**config.mk**
```make
export PLATFORM = sky130hd
export DESIGN_NAME = ohcc_top
export DESIGN_NICKNAME = d
export VERILOG_FILES = /design/src/hdl/ohcc_pkg.sv /design/src/hdl/ohcc_sync_if.sv /design/src/hdl/ohcc_sync.sv /design/src/hdl/ohcc_top.sv
export SDC_FILE = /design/constraint.sdc
export NUM_CORES = 1
export LEC_CHECK = 0
export BUFFER_PORTS_ARGS = -buffer_cell sky130_fd_sc_hd__buf_4
export CAP_MARGIN = 40
export CORE_ASPECT_RATIO = 0.75
export CORE_MARGIN = 4
export CORE_UTILIZATION = 44
export CTS_CLUSTER_SIZE = 14
export DETAILED_ROUTE_END_ITERATION = 16
export GPL_TIMING_DRIVEN = 0
export PLACE_DENSITY = 0.73
export SYNTH_ARGS = -nofsm -noshare
export SYNTH_HDL_FRONTEND = slang
export SYNTH_SLANG_ARGS = --single-unit
```
**constraint.sdc**
```tcl
create_clock -name clk -period 2.4 [get_ports clk]
set_input_delay 0.12 -clock clk [delete_from_list [all_inputs] [get_ports clk]]
set_output_delay 0.12 -clock clk [all_outputs]
set_load 0.02 [all_outputs]
```
**src/hdl/ohcc_pkg.sv**
```systemverilog
// ohcc_pkg: constants shared by the clock-control upper byte block
// assumes: 32-bit AXI4-Lite register bus, 25 MHz single clock
`default_nettype none
package ohcc_pkg;
  // register byte addresses
  localparam logic [7:0] CTRL_ADDR   = 8'h00;
  localparam logic [7:0] STATUS_ADDR = 8'h04;
  localparam logic [7:0] MASK_ADDR   = 8'h08;
  localparam logic [7:0] STATE_ADDR  = 8'h0C;
  // control field positions in clock_control
  localparam int BIT_RST_SEL   = 15;
  localparam int BIT_XTAL_OFF  = 14;
  localparam int BIT_EXT_OFF   = 13;
  localparam int BIT_WD_HALTI  = 12;
  localparam int BIT_OSC2_HALTI = 11;
  localparam int BIT_OSC2_OFF  = 10;
  localparam int BIT_OSC1_HALTI = 9;
  localparam int BIT_OSC1_OFF  = 8;
  localparam int CTRL_LSB      = 8;
  localparam int CTRL_MSB      = 15;
  localparam logic [7:0] CTRL_RESET = 8'h00;
  // status event bits
  localparam int EV_CLK_FAIL   = 0;
  localparam int EV_MCLK_RST   = 1;
  localparam int EV_W          = 2;
  localparam logic [1:0] EV_RESET = 2'h0;
  // bus responses
  localparam logic [1:0] RESP_OKAY   = 2'h0;
  localparam logic [1:0] RESP_SLVERR = 2'h2;
  localparam logic [31:0] ZERO_WORD  = 32'h0000_0000;
endpackage
`default_nettype wire

```
**src/hdl/ohcc_sync_if.sv**
```systemverilog
// ohcc_sync_if: carries the raw asynchronous event levels and their synchronised copies
// assumes: the synchroniser drives sync, the top reads it
`default_nettype none
interface ohcc_sync_if;
  logic [2:0] raw;
  logic [2:0] sync;
  modport syncer (input raw, output sync);
  modport user   (output raw, input sync);
endinterface
`default_nettype wire

```
**src/hdl/ohcc_sync.sv**
```systemverilog
// ohcc_sync: two-flop synchronisers for the pin-level status inputs
// assumes: clk is the register-bus clock, synchronous active-low reset
`default_nettype none
module ohcc_sync (
  // clock and reset
  input  wire logic     clk,
  input  wire logic     rst_n,
  // levels to synchronise
  ohcc_sync_if.syncer   sif
);
  logic [2:0] meta_r;
  logic [2:0] sync_r;

  // first stage read only by the second stage
  always_ff @(posedge clk)
  begin
    if (!rst_n)
    begin
      meta_r <= 3'h0;
      sync_r <= 3'h0;
    end
    else
    begin
      meta_r <= sif.raw;
      sync_r <= meta_r;
    end
  end

  assign sif.sync = sync_r;
endmodule
`default_nettype wire

```
**src/hdl/ohcc_top.sv**
```systemverilog
// ohcc_top: upper byte of the clock control register, halt gating and missing-clock reset routing
// assumes: AXI4-Lite master on clk, detector/halt/nmi inputs asynchronous to clk
// What this block does
// - select 0 gives missing-clock reset at once
// - select 1 routes reset via NMI watchdog reset
// - clock-fail flag on every detected missing clock
// - bit 14 switches crystal oscillator off
// - bit 13 disables external clock input
// - bit 12 zero stops watchdog in halt
// - bit 12 one keeps watchdog through halt
// - bit 11 zero stops oscillator 2 in halt
// - bit 11 one keeps oscillator 2 in halt
// - bit 10 switches oscillator 2 off
// - detector never overrides oscillator 2 off
// - bit 9 zero stops oscillator 1 in halt
// - bit 9 one keeps oscillator 1 in halt
// - bit 8 zero keeps oscillator 1 running unless halted with bit 9 zero
// - bit 8 one stops oscillator 1, no override
`default_nettype none
module ohcc_top (
  // clock and reset
  input  wire logic        clk,
  input  wire logic        rst_n,
  // axi4-lite write address
  input  wire logic [7:0]  s_axi_awaddr,
  input  wire logic        s_axi_awvalid,
  output var  logic        s_axi_awready,
  // axi4-lite write data
  input  wire logic [31:0] s_axi_wdata,
  input  wire logic [3:0]  s_axi_wstrb,
  input  wire logic        s_axi_wvalid,
  output var  logic        s_axi_wready,
  // axi4-lite write response
  output var  logic [1:0]  s_axi_bresp,
  output var  logic        s_axi_bvalid,
  input  wire logic        s_axi_bready,
  // axi4-lite read address
  input  wire logic [7:0]  s_axi_araddr,
  input  wire logic        s_axi_arvalid,
  output var  logic        s_axi_arready,
  // axi4-lite read data
  output var  logic [31:0] s_axi_rdata,
  output var  logic [1:0]  s_axi_rresp,
  output var  logic        s_axi_rvalid,
  input  wire logic        s_axi_rready,
  // asynchronous system inputs
  input  wire logic        missing_clk_detect,
  input  wire logic        halt_mode,
  input  wire logic        nmi_watchdog_reset,
  // oscillator and clock controls
  output var  logic        crystal_osc_off,
  output var  logic        ext_clk_input_off,
  output var  logic        osc1_off,
  output var  logic        osc2_off,
  output var  logic        wdog_clock_en,
  // missing-clock outcomes
  output var  logic        clock_fail_flag,
  output var  logic        missing_clk_reset,
  // interrupt
  output var  logic        irq
);
  // synchronised inputs
  ohcc_sync_if sif ();
  logic missing_s;
  logic halt_s;
  logic nmi_s;

  assign sif.raw = {nmi_watchdog_reset, halt_mode, missing_clk_detect};
  assign missing_s = sif.sync[0];
  assign halt_s    = sif.sync[1];
  assign nmi_s     = sif.sync[2];

  ohcc_sync u_sync (
    .clk   (clk),
    .rst_n (rst_n),
    .sif   (sif.syncer)
  );

  // registers
  logic [7:0]  ctrl_r;
  logic [7:0]  ctrl_nxt;
  logic [1:0]  status_r;
  logic [1:0]  status_nxt;
  logic [1:0]  mask_r;
  logic [1:0]  mask_nxt;
  logic        missing_d_r;

  // write channel latches so address and data may come in either order
  logic [7:0]  aw_addr_r;
  logic        aw_have_r;
  logic [31:0] w_data_r;
  logic [3:0]  w_strb_r;
  logic        w_have_r;

  // write handshakes and decode
  logic aw_take;
  logic w_take;
  logic wr_fire;
  logic wr_ctrl;
  logic wr_status;
  logic wr_mask;
  logic wr_known;
  logic lane1;
  logic lane0;
  logic [7:0] lane1_data;
  logic [7:0] lane0_data;

  assign aw_take    = s_axi_awvalid && s_axi_awready;
  assign w_take     = s_axi_wvalid && s_axi_wready;
  assign wr_fire    = aw_have_r && w_have_r && !s_axi_bvalid;
  assign wr_ctrl    = wr_fire && (aw_addr_r == ohcc_pkg::CTRL_ADDR);
  assign wr_status  = wr_fire && (aw_addr_r == ohcc_pkg::STATUS_ADDR);
  assign wr_mask    = wr_fire && (aw_addr_r == ohcc_pkg::MASK_ADDR);
  assign wr_known   = wr_ctrl || wr_status || wr_mask || (aw_addr_r == ohcc_pkg::STATE_ADDR);
  assign lane1      = w_strb_r[1];
  assign lane0      = w_strb_r[0];
  assign lane1_data = w_data_r[ohcc_pkg::CTRL_MSB:ohcc_pkg::CTRL_LSB];
  assign lane0_data = w_data_r[7:0];

  // control byte, only written with byte lane 1
  assign ctrl_nxt = (wr_ctrl && lane1) ? lane1_data : ctrl_r;

  // missing-clock event edge, one pulse per detection
  logic miss_rise;
  logic reset_cause;
  assign miss_rise = missing_s && !missing_d_r;

  // reset path selected by bit 15
  assign reset_cause = ctrl_r[ohcc_pkg::BIT_RST_SEL - ohcc_pkg::CTRL_LSB]
                       ? nmi_s
                       : missing_s;

  // sticky status: a set in the same cycle as a write-one clear wins
  logic [1:0] ev_set;
  logic [1:0] ev_clr;
  assign ev_set     = {reset_cause && !missing_clk_reset, miss_rise};
  assign ev_clr     = (wr_status && lane0) ? lane0_data[ohcc_pkg::EV_W-1:0] : 2'h0;
  assign status_nxt = (status_r & ~ev_clr) | ev_set;
  assign mask_nxt   = (wr_mask && lane0) ? lane0_data[ohcc_pkg::EV_W-1:0] : mask_r;

  // register state
  always_ff @(posedge clk)
  begin
    if (!rst_n)
    begin
      ctrl_r      <= ohcc_pkg::CTRL_RESET;
      status_r    <= ohcc_pkg::EV_RESET;
      mask_r      <= ohcc_pkg::EV_RESET;
      missing_d_r <= 1'b0;
    end
    else
    begin
      ctrl_r      <= ctrl_nxt;
      status_r    <= status_nxt;
      mask_r      <= mask_nxt;
      missing_d_r <= missing_s;
    end
  end

  // gated controls: halt forces off only when the ignore bit is clear
  logic xtal_nxt;
  logic ext_nxt;
  logic osc1_nxt;
  logic osc2_nxt;
  logic wdog_nxt;
  assign xtal_nxt = ctrl_r[ohcc_pkg::BIT_XTAL_OFF - ohcc_pkg::CTRL_LSB];
  assign ext_nxt  = ctrl_r[ohcc_pkg::BIT_EXT_OFF - ohcc_pkg::CTRL_LSB];
  // the detector input is deliberately absent from both off terms
  assign osc2_nxt = ctrl_r[ohcc_pkg::BIT_OSC2_OFF - ohcc_pkg::CTRL_LSB]
                    || (halt_s && !ctrl_r[ohcc_pkg::BIT_OSC2_HALTI - ohcc_pkg::CTRL_LSB]);
  assign osc1_nxt = ctrl_r[ohcc_pkg::BIT_OSC1_OFF - ohcc_pkg::CTRL_LSB]
                    || (halt_s && !ctrl_r[ohcc_pkg::BIT_OSC1_HALTI - ohcc_pkg::CTRL_LSB]);
  assign wdog_nxt = !halt_s || ctrl_r[ohcc_pkg::BIT_WD_HALTI - ohcc_pkg::CTRL_LSB];

  // outputs registered so pins never glitch on decode changes
  always_ff @(posedge clk)
  begin
    if (!rst_n)
    begin
      crystal_osc_off   <= 1'b0;
      ext_clk_input_off <= 1'b0;
      osc1_off          <= 1'b0;
      osc2_off          <= 1'b0;
      wdog_clock_en     <= 1'b1;
      clock_fail_flag   <= 1'b0;
      missing_clk_reset <= 1'b0;
      irq               <= 1'b0;
    end
    else
    begin
      crystal_osc_off   <= xtal_nxt;
      ext_clk_input_off <= ext_nxt;
      osc1_off          <= osc1_nxt;
      osc2_off          <= osc2_nxt;
      wdog_clock_en     <= wdog_nxt;
      clock_fail_flag   <= missing_s;
      missing_clk_reset <= reset_cause;
      irq               <= |(status_nxt & mask_nxt);
    end
  end

  // write path: accept each channel once, answer after both are held
  always_ff @(posedge clk)
  begin
    if (!rst_n)
    begin
      s_axi_awready <= 1'b0;
      s_axi_wready  <= 1'b0;
      s_axi_bvalid  <= 1'b0;
      s_axi_bresp   <= ohcc_pkg::RESP_OKAY;
      aw_have_r     <= 1'b0;
      w_have_r      <= 1'b0;
      aw_addr_r     <= 8'h00;
      w_data_r      <= ohcc_pkg::ZERO_WORD;
      w_strb_r      <= 4'h0;
    end
    else
    begin
      s_axi_awready <= !aw_have_r && !aw_take && !s_axi_bvalid;
      s_axi_wready  <= !w_have_r && !w_take && !s_axi_bvalid;
      if (aw_take)
      begin
        aw_addr_r <= s_axi_awaddr;
        aw_have_r <= 1'b1;
      end
      if (w_take)
      begin
        w_data_r <= s_axi_wdata;
        w_strb_r <= s_axi_wstrb;
        w_have_r <= 1'b1;
      end
      if (wr_fire)
      begin
        aw_have_r    <= 1'b0;
        w_have_r     <= 1'b0;
        s_axi_bvalid <= 1'b1;
        s_axi_bresp  <= wr_known ? ohcc_pkg::RESP_OKAY : ohcc_pkg::RESP_SLVERR;
      end
      else if (s_axi_bvalid && s_axi_bready)
      begin
        s_axi_bvalid <= 1'b0;
      end
    end
  end

  // read decode
  logic        ar_take;
  logic [31:0] rd_word;
  logic        rd_known;
  logic [31:0] state_word;
  assign ar_take    = s_axi_arvalid && s_axi_arready;
  assign state_word = {24'h00_0000, 3'h0, missing_clk_reset, clock_fail_flag,
                       wdog_clock_en, osc2_off, osc1_off};
  assign rd_known   = (s_axi_araddr == ohcc_pkg::CTRL_ADDR) || (s_axi_araddr == ohcc_pkg::STATUS_ADDR)
                      || (s_axi_araddr == ohcc_pkg::MASK_ADDR) || (s_axi_araddr == ohcc_pkg::STATE_ADDR);
  assign rd_word    = (s_axi_araddr == ohcc_pkg::CTRL_ADDR)   ? {16'h0000, ctrl_r, 8'h00} :
                      (s_axi_araddr == ohcc_pkg::STATUS_ADDR) ? {30'h0000_0000, status_r} :
                      (s_axi_araddr == ohcc_pkg::MASK_ADDR)   ? {30'h0000_0000, mask_r} :
                      (s_axi_araddr == ohcc_pkg::STATE_ADDR)  ? state_word : ohcc_pkg::ZERO_WORD;

  // read path: one read at a time, data one cycle after the address is taken
  always_ff @(posedge clk)
  begin
    if (!rst_n)
    begin
      s_axi_arready <= 1'b0;
      s_axi_rvalid  <= 1'b0;
      s_axi_rdata   <= ohcc_pkg::ZERO_WORD;
      s_axi_rresp   <= ohcc_pkg::RESP_OKAY;
    end
    else
    begin
      s_axi_arready <= !s_axi_rvalid && !ar_take && !s_axi_arready;
      if (ar_take)
      begin
        s_axi_rvalid <= 1'b1;
        s_axi_rdata  <= rd_word;
        s_axi_rresp  <= rd_known ? ohcc_pkg::RESP_OKAY : ohcc_pkg::RESP_SLVERR;
      end
      else if (s_axi_rvalid && s_axi_rready)
      begin
        s_axi_rvalid <= 1'b0;
      end
    end
  end
endmodule
`default_nettype wire

```
======== Word-level counts from Yosys, hierarchy flattened ========
Index checks and enable logic that the tools add are counted.
cells by class
  reduce and logical (&&, ||, !) cells .... 51
  bitwise gates (word level) .............. 5
  eq/ne operators ......................... 6
  mux-type cells .......................... 13
operators with widths
  cell                  number
  $eq A8 B4 Y1 const B  4
  $logic_and A1 B1 Y1   23
  $eq A8 B3 Y1 const B  2
  $logic_not A8 Y1      2
  $mux W16              1
  $mux W5               3
  $logic_not A1 Y1      13
  $logic_or A1 B1 Y1    9
  $mux W2               4
  $mux W1               5
  $and A2 B2 Y2         2
  $reduce_bool A2 Y1    2
  $reduce_or A2 Y1      2
  $not A2 Y2            1
  $or A2 B2 Y2          1
  $not A1 Y1            1
storage, ports and cells
  output and inout bits ................... 49
  bits in registers ....................... 95
  input bits .............................. 62
  word-level logic and storage cells ...... 101

======== Logic depth before layout (Yosys ltp) ========
Gate-level depths: netlist (run 1).
  depth in word-level cells ............... 10
  mapped depth ............................ 5

======== By module ========
Synthesis (run 1) repeated with hierarchy kept, for this count alone.
unflattened totals
  cells, all modules ...................... 289
  area, all modules ....................... 2,598.7 µm²
by module, submodules not included
  module     cells an instance  area each (µm²)  sequential area each (µm²)  instances
  ohcc_top   277                2,441.1          1,241.2                     1
  ohcc_sync  12                 157.7            120.1                       1

======== Worst setup path before layout (run 1) ========
OpenSTA, ideal clock, no wires.
  path kind ............................... flip-flop to flip-flop
  from .................................... reg aw_addr_r[1]
  to ...................................... reg irq
  setup time .............................. 0.092 ns
  path slack .............................. 0.609 ns
  cell stages (with the launch flop) ...... 5
  data arrival time ....................... 1.698 ns
  required time ........................... 2.308 ns
  period minus slack after synthesis ...... 1.791 ns
  cell sequence ........................... dfxtp_1 or4_4 or4_4 mux2i_1 o32ai_1
between the ends
  longest elaborated chain between the ends .. 9
  elaborated cells between the ends (all ways) .. 13
  classes of those cells .................. 2 x eq/ne; 2 x mux; 4 x bitwise; 5 x reduce/logical
ends and longest elaborated chain
  element                 line             source
  from (decl)             ohcc_top.sv:89   logic [7:0] aw_addr_r;
  from (signal assigned)  ohcc_top.sv:223  aw_addr_r <= s_axi_awaddr;
  $eq A8 B3 Y1            ohcc_top.sv:112  assign wr_status = wr_fire && (aw_addr_r == ohcc_pkg::STATUS_ADDR);
  $logic_and A1 B1 Y1     ohcc_top.sv:112
  $logic_and A1 B1 Y1     ohcc_top.sv:137  assign ev_clr = (wr_status && lane0) ? lane0_data[ohcc_pkg::EV_W-1:0] : 2'h0;
  $mux W2                 ohcc_top.sv:137
  $not A2 Y2              ohcc_top.sv:138  assign status_nxt = (status_r & ~ev_clr) | ev_set;
  $and A2 B2 Y2           ohcc_top.sv:138
  $or A2 B2 Y2            ohcc_top.sv:138
  $and A2 B2 Y2 (*)       ohcc_top.sv:198  irq <= |(status_nxt & mask_nxt);
  $reduce_or A2 Y1 (*)    ohcc_top.sv:198
  to (signal assigned)    ohcc_top.sv:198
  to (decl)               ohcc_top.sv:60   output var logic irq
Mark *: on every way between the ends. The rest lies on a longest branch, timed or not.
A chain may end at the register's enable or synchronous reset.

======== Final worst setup path (run 1) ========
Ends and elaborated chain as after synthesis.

==> results.toml, run 1 <==
[final_layout]
syn_to_final_growth_pct = 32.2
layout-drive-gt1-share = 0.267
final-instance-count-excl-fill = 468
final_core_util = 0.621
fillers = 504
fin_nets = 454
diodes = 0

[grt]
grt_pass1_vias = 2193
antenna_found_initial = 0
grt_overflow = 0
grt_max_degree = 11
grt_pass1_wl_um = 9940
grt_usage = 0.183

[routing]
dr_total_vias = 2200
drc = 0
dr.pass1.iters = 4
drtAntennaViolNets = 0
avgRoutedWirePerCell_um = 13.1
drtIter0Drc = 71
routed_wl_um = 6130
viasPerCell = 4.70

[setup_path]
critical_path_arrival_ns = 2.18
crit_required_ns = 2.63
cp_slowest_cell = "or4_4"
path_cells = "or4_4, or4_4, mux2i_1, o32ai_1"
reg2reg_to = "irq"
cp-start-kind = "register"
cp_max_fo = 5
rr_worst_depth = 4
path_class = "register to register"
crit_buf_inv = 0
cpMostUsedCell = "or4_4"
end_kind = "register"
cp_slowest_stage_delay_ns = 0.59
regToRegSetupSlack_ns = 0.46
cp_top_family = "simple AND/OR/NAND/NOR gates"
worstReg2RegStart = "aw_addr_r[1]"

[power]
ir_drop_uv = 327
p_clk_frac = 0.342
leakage_nw = 1.54
power.density_mw_per_mm2 = 642
pwr-share-comb = 0.116
sw_frac_of_total = 0.242
pwr-share-seq = 0.542
power.switching_w = 0.000530
p_int_w = 0.00166

[yosys]
synth_compound_area_frac = 0.103
yosys_most_used_dff = "dfxtp_1"
synth.yosys.seq_area_share = 0.527
yosys.area_share.simple = 0.231
synth_xor_area_frac = 0
synth_fa_ha_area_frac = 0
synth_enable_flop_cells = 0
async_flop_share = 0
yosysWarnings = 0
syn_area_mm2 = 0.00258
avgSynthCellArea_um2 = 8.81
yosysUniqueCellTypes = 34
synth_top_family_by_area = "simple AND/OR/NAND/NOR gates"
synth_cells = 293
synthMuxAreaShare = 0.0514
ys_seq_elements = 68

[worst_hold_path]
hold_class = "input port to register"
hp-start = "s_axi_awaddr[1]"
holdPathEnd = "aw_addr_r[1]"
hold_depth = 3

[cts]
h-tree-depth = 3
cts-resized-gates = 0
clk-insertion-delay-late_ns = 0.33
root_buffer = "clkbuf_8"
cts_tree = "yes"
numCtsBuffers = 9
clkTransAtPathRegs_ns = 0.06
postCtsSetupRepairBufs = 0
cts_sinks = 68
cts_hold_buffers = 3
ctsLongestPathBuffers = 2

[timing]
relSlewSlack = 0.596
finalSetupTns_ns = 0
setup_viol = 0
rsz0062_at_grt = "no"
finalCritPeriodShare = 0.810
hold_violations = 0
tightest_slew_ns = 0.600
max_freq_mhz = 514
finClkSkew_ns = 0.00336
min_period_ns = 1.94
drv_slew = 0

[placed_design]
hpwl_um = 4650
place.gp.congestion = 0.903
dp_cells = 453
port_buffers = 65

[floorplanning]
fp.dieW_um = 96.4
core_area_mm2 = 0.00550
start_util = 0.470
row_count = 23
die_h_um = 74.3
dieArea_mm2 = 0.00717
pin_count = 111

[flow_run]
maxCapViolCount = 0

[status]
status = "complete, no violations"
power by group through the flow:
| stage | clock, W | sequential, W | combinational (W) |
|---|---|---|---|
| floorplan | 0 | 0.00122 | 0.000141 |
| global placement | 0 | 0.00121 | 0.000244 |
| detailed placement | 0 | 0.00121 | 0.000248 |
| CTS | 0.000768 | 0.00119 | 0.000253 |
| global route | 0.000812 | 0.00119 | 0.000278 |
| finish | 0.000749 | 0.00119 | 0.000254 |
how the worst max path moves through the flow:
stage	slack (ns)	end	start	cells past startpoint
after floorplan	0.61	irq	aw_addr_r[1]	4
after global placement	0.49	irq	aw_addr_r[1]	4
after detailed placement	0.47	irq	aw_addr_r[1]	4
after CTS	0.46	irq	aw_addr_r[1]	4
after global routing	0.41	ctrl_r[2]	aw_addr_r[1]	5
final	0.46	irq	aw_addr_r[1]	4
cells in the mapped netlist, types with 2 or more instances:
cell      count  share of area
dfxtp_1      68           0.53
nand2_1      65          0.095
a21oi_1      36          0.070
nor2_1       25          0.036
buf_4        21          0.061
and2_1       11          0.027
mux2i_1      11          0.043
clkbuf_1      9          0.013
nand2b_1      4         0.0097
a22oi_1       3         0.0087
inv_1         3         0.0044
nand3_1       3         0.0058
nand3b_1      3         0.0087
nor3_1        3         0.0058
or4_4         3          0.013
a22o_1        2         0.0068
mux2_2        2         0.0087
nor2b_1       2         0.0048
nor4_1        2         0.0048
or2_2         2         0.0048
or4_1         2         0.0058
state kept, by name (all words and copies together), names as in the netlist, 2 cells and up:
name / cells
aw_addr_r: 8
ctrl_r: 8
mask_r: 2
s_axi_rdata: 13
status_r: 2
u_sync.meta_r: 3
u_sync.sif.sync: 3
w_data_r: 10
w_strb_r: 2
worst min-delay path, cell delays in order:
cell     delay [ns]
buf_4          0.11
nand2_1        0.04
a21oi_1        0.05
logic make-up (layout without fill, tap and decap cells):
family / Yosys count / count (layout)
AND/OR/NAND/NOR: 128 / 128
flip-flops: 68 / 68
other: 1 / 21
buffers and inverters: 36 / 116
AO/OA/AOI/OAI: 47 / 47
multiplexers: 13 / 13
layout by cell type, fill, tap and decap left out, types with 4 or more instances in the layout:
| cell type | n |
|---|---|
| a21oi_1 | 36 |
| nor2_1 | 25 |
| clkbuf_8 | 10 |
| mux2i_1 | 11 |
| buf_4 | 86 |
| and2_1 | 11 |
| nand2b_1 | 4 |
| clkbuf_1 | 11 |
| conb_1 | 21 |
| nand2_1 | 65 |
| dfxtp_1 | 68 |
metal layers:
layer / global-route usage / part of all wire / up-vias
met1: 0.233 / 0.46 / 996
met2: 0.289 / 0.44 / 76
met5: 0 / 0 / -
li1: - / - / 1118
met3: 0.0667 / 0.080 / 10
met4: 0.0653 / 0.017 / 0
area by class of cell:
cell class | count | area [um^2] | area share
Buffer | 32 | 206 | 0.0605
Multi-Input combinational cell | 209 | 1070 | 0.315
Tap cell | 75 | 93.8 | 0.0275
Inverter | 4 | 15.0 | 0.00440
Sequential cell | 68 | 1360 | 0.399
Timing Repair Buffer | 68 | 518 | 0.152
Clock buffer | 12 | 145 | 0.0425
stage by stage:
stage               instance area, um^2  hold WS [ns]  total power (W)  setup WS [ns]
floorplan                          2660         0.247          0.00136          0.609
global route                       3410        0.0200          0.00228          0.411
detailed placement                 3240         0.332          0.00146          0.471
finish                             3410        0.0329          0.00219          0.456
global placement                   3240         0.331          0.00145          0.489
CTS                                3410        0.0205          0.00221          0.456
No activity file was read; power rests on OpenSTA's default activity.
==> run 2, diff against run 1 <==
==> constraint.sdc (replaced) <==
create_clock -name clk -period 1.9 [get_ports clk]
set_input_delay 0.095 -clock clk [delete_from_list [all_inputs] [get_ports clk]]
set_output_delay 0.095 -clock clk [all_outputs]
set_load 0.02 [all_outputs]
==> run 2 against run 1 <==
Die area is the same; first-iteration DRC count grew 17%; design area grew 0.77%; via count grew 0.32%; worst setup slack lost 0.41 ns; worst hold slack lost 0.028 ns; largest power group unchanged; global-route usage is essentially flat; critical path type unchanged; clock skew is essentially flat; clock power grew 27%; highest routed layer unchanged; non-clock buffer count grew 2.
==> results.toml, run 2 (synthesized netlist as in run 1, its figures left out) <==
[timing]
setup_viol = 0
hold_slack_ns = 0.00501
finalSetupTns_ns = 0
min_period_ns = 1.85
drv_slew = 0
relSlewSlack = 0.597
finalCritPeriodShare = 0.976
tightest_slew_ns = 0.599
rsz0062_at_grt = "yes"
finClkSkew_ns = 0.00349
max_freq_mhz = 540
hold_violations = 0

[setup_path]
path_class = "register to register"
regToRegSetupSlack_ns = 0.05
cp-start-kind = "register"
crit_required_ns = 2.11
worstReg2RegStart = "aw_addr_r[5]"
reg2reg_to = "irq"
critical_path_arrival_ns = 2.07
rr_worst_depth = 4
end_kind = "register"
cp_max_fo = 5

[status]
status = "complete, no violations"

[floorplanning]
pin_count = 111
fp.dieW_um = 96.4
start_util = 0.470
dieArea_mm2 = 0.00717
core_area_mm2 = 0.00550
row_count = 23
die_h_um = 74.3

[placed_design]
port_buffers = 65
hpwl_um = 4650
dp_cells = 453
place_area_mm2 = 0.00324
place.gp.congestion = 0.903

[final_layout]
final_core_util = 0.626
diodes = 0
largest_register = "s_axi_rdata"
final_common_cell = "buf_4"
final_cell_mix = "buf_4, nand2_1, dfxtp_1, a21oi_1, nor2_1"
syn_to_final_growth_pct = 33.3
layout-drive-gt1-share = 0.273
final-instance-count-excl-fill = 470
largest_reg_flops = 13
design_area_mm2 = 0.00344
top_regs = "s_axi_rdata: 13 flops, w_data_r: 10 flops"
fin_nets = 456

[cts]
root_buffer = "clkbuf_8"
clkTransAtPathRegs_ns = 0.06
numCtsBuffers = 9
cts_tree = "yes"
clk-insertion-delay-late_ns = 0.33
cts_sinks = 68
ctsLongestPathBuffers = 2
h-tree-depth = 3

[grt]
grt_pass1_wl_um = 9950
antenna_found_initial = 0
grt_usage = 0.183
grt_pass1_vias = 2204
grt_max_degree = 11
grt_overflow = 0

[routing]
drc = 0
drtAntennaViolNets = 0
avgRoutedWirePerCell_um = 13.1
drtIter0Drc = 83
routed_wl_um = 6170
dr.pass1.iters = 4
viasPerCell = 4.70
dr_total_vias = 2207

[worst_hold_path]
holdPathEnd = "aw_addr_r[3]"
hold_class = "input port to register"
hold_depth = 3
hp-start = "s_axi_awaddr[3]"

[power]
power.density_mw_per_mm2 = 807
ir_drop_uv = 415
leakage_nw = 1.55

[flow_run]
maxCapViolCount = 0
[run 2: through the flow]
step | power (W) | setup WS, ns
global route | 0.00289 | -0.0118
CTS | 0.00279 | 0.0103
floorplan | 0.00172 | 0.109
detailed placement | 0.00184 | -0.0285
finish | 0.00278 | 0.0465
global placement | 0.00184 | -0.0112
[run 2: cell type report]
type | instances | area [um^2]
fillers | 494 | 2060
repair buffers | 71 | 548
multi-input cells | 209 | 1080
plain buffers | 31 | 195
well taps | 75 | 93.8
inverters | 4 | 15.0
flip-flops and latches | 68 | 1370
clock buffers | 12 | 145
[run 2: worst max-delay path, cell delays in order, from the launching register on]
cell and delay, ns:
dfxtp_1 0.31, or4_4 0.58, or4_1 0.55, a21oi_2 0.18, o32ai_1 0.11
[run 2: power breakdown]
group          leakage [nW]  total (W)  switching, W  internal [W]
sequential            0.555    0.00150     0.0000288       0.00147
clock                0.0743   0.000949      0.000467      0.000481
combinational         0.917   0.000326      0.000178      0.000148
[run 2: worst max path at each step]
stage                             from        end  slack (ns)  depth (start not counted)
after global routing      s_axi_bvalid  ctrl_r[2]       -0.01                          4
final                     aw_addr_r[5]        irq        0.05                          4
after CTS                 aw_addr_r[6]        irq        0.01                          4
after global placement    aw_addr_r[1]        irq       -0.01                          4
after floorplan           aw_addr_r[1]        irq        0.11                          4
after detailed placement  aw_addr_r[1]        irq       -0.03                          4
[run 2: repair_timing]
action | CTS | global route
setup buffers | 0 | 0
hold buffers | 6 | 0
hold endpoints to repair | 6 | 0
cloned | 0 | 0
gates resized for setup | 0 | 4
pin swaps | 3 | 3
setup endpoints to repair | 1 | 9
[run 2: per-layer routing]
layer  vias up  wire, um  track usage  part of all wire
li1       1124         -            -                 -
met1      1002      2780        0.231              0.45
met2        71      2780        0.291              0.45
met3        10       513       0.0667             0.083
met4         0        96       0.0653             0.016
met5         -         0            0                 0
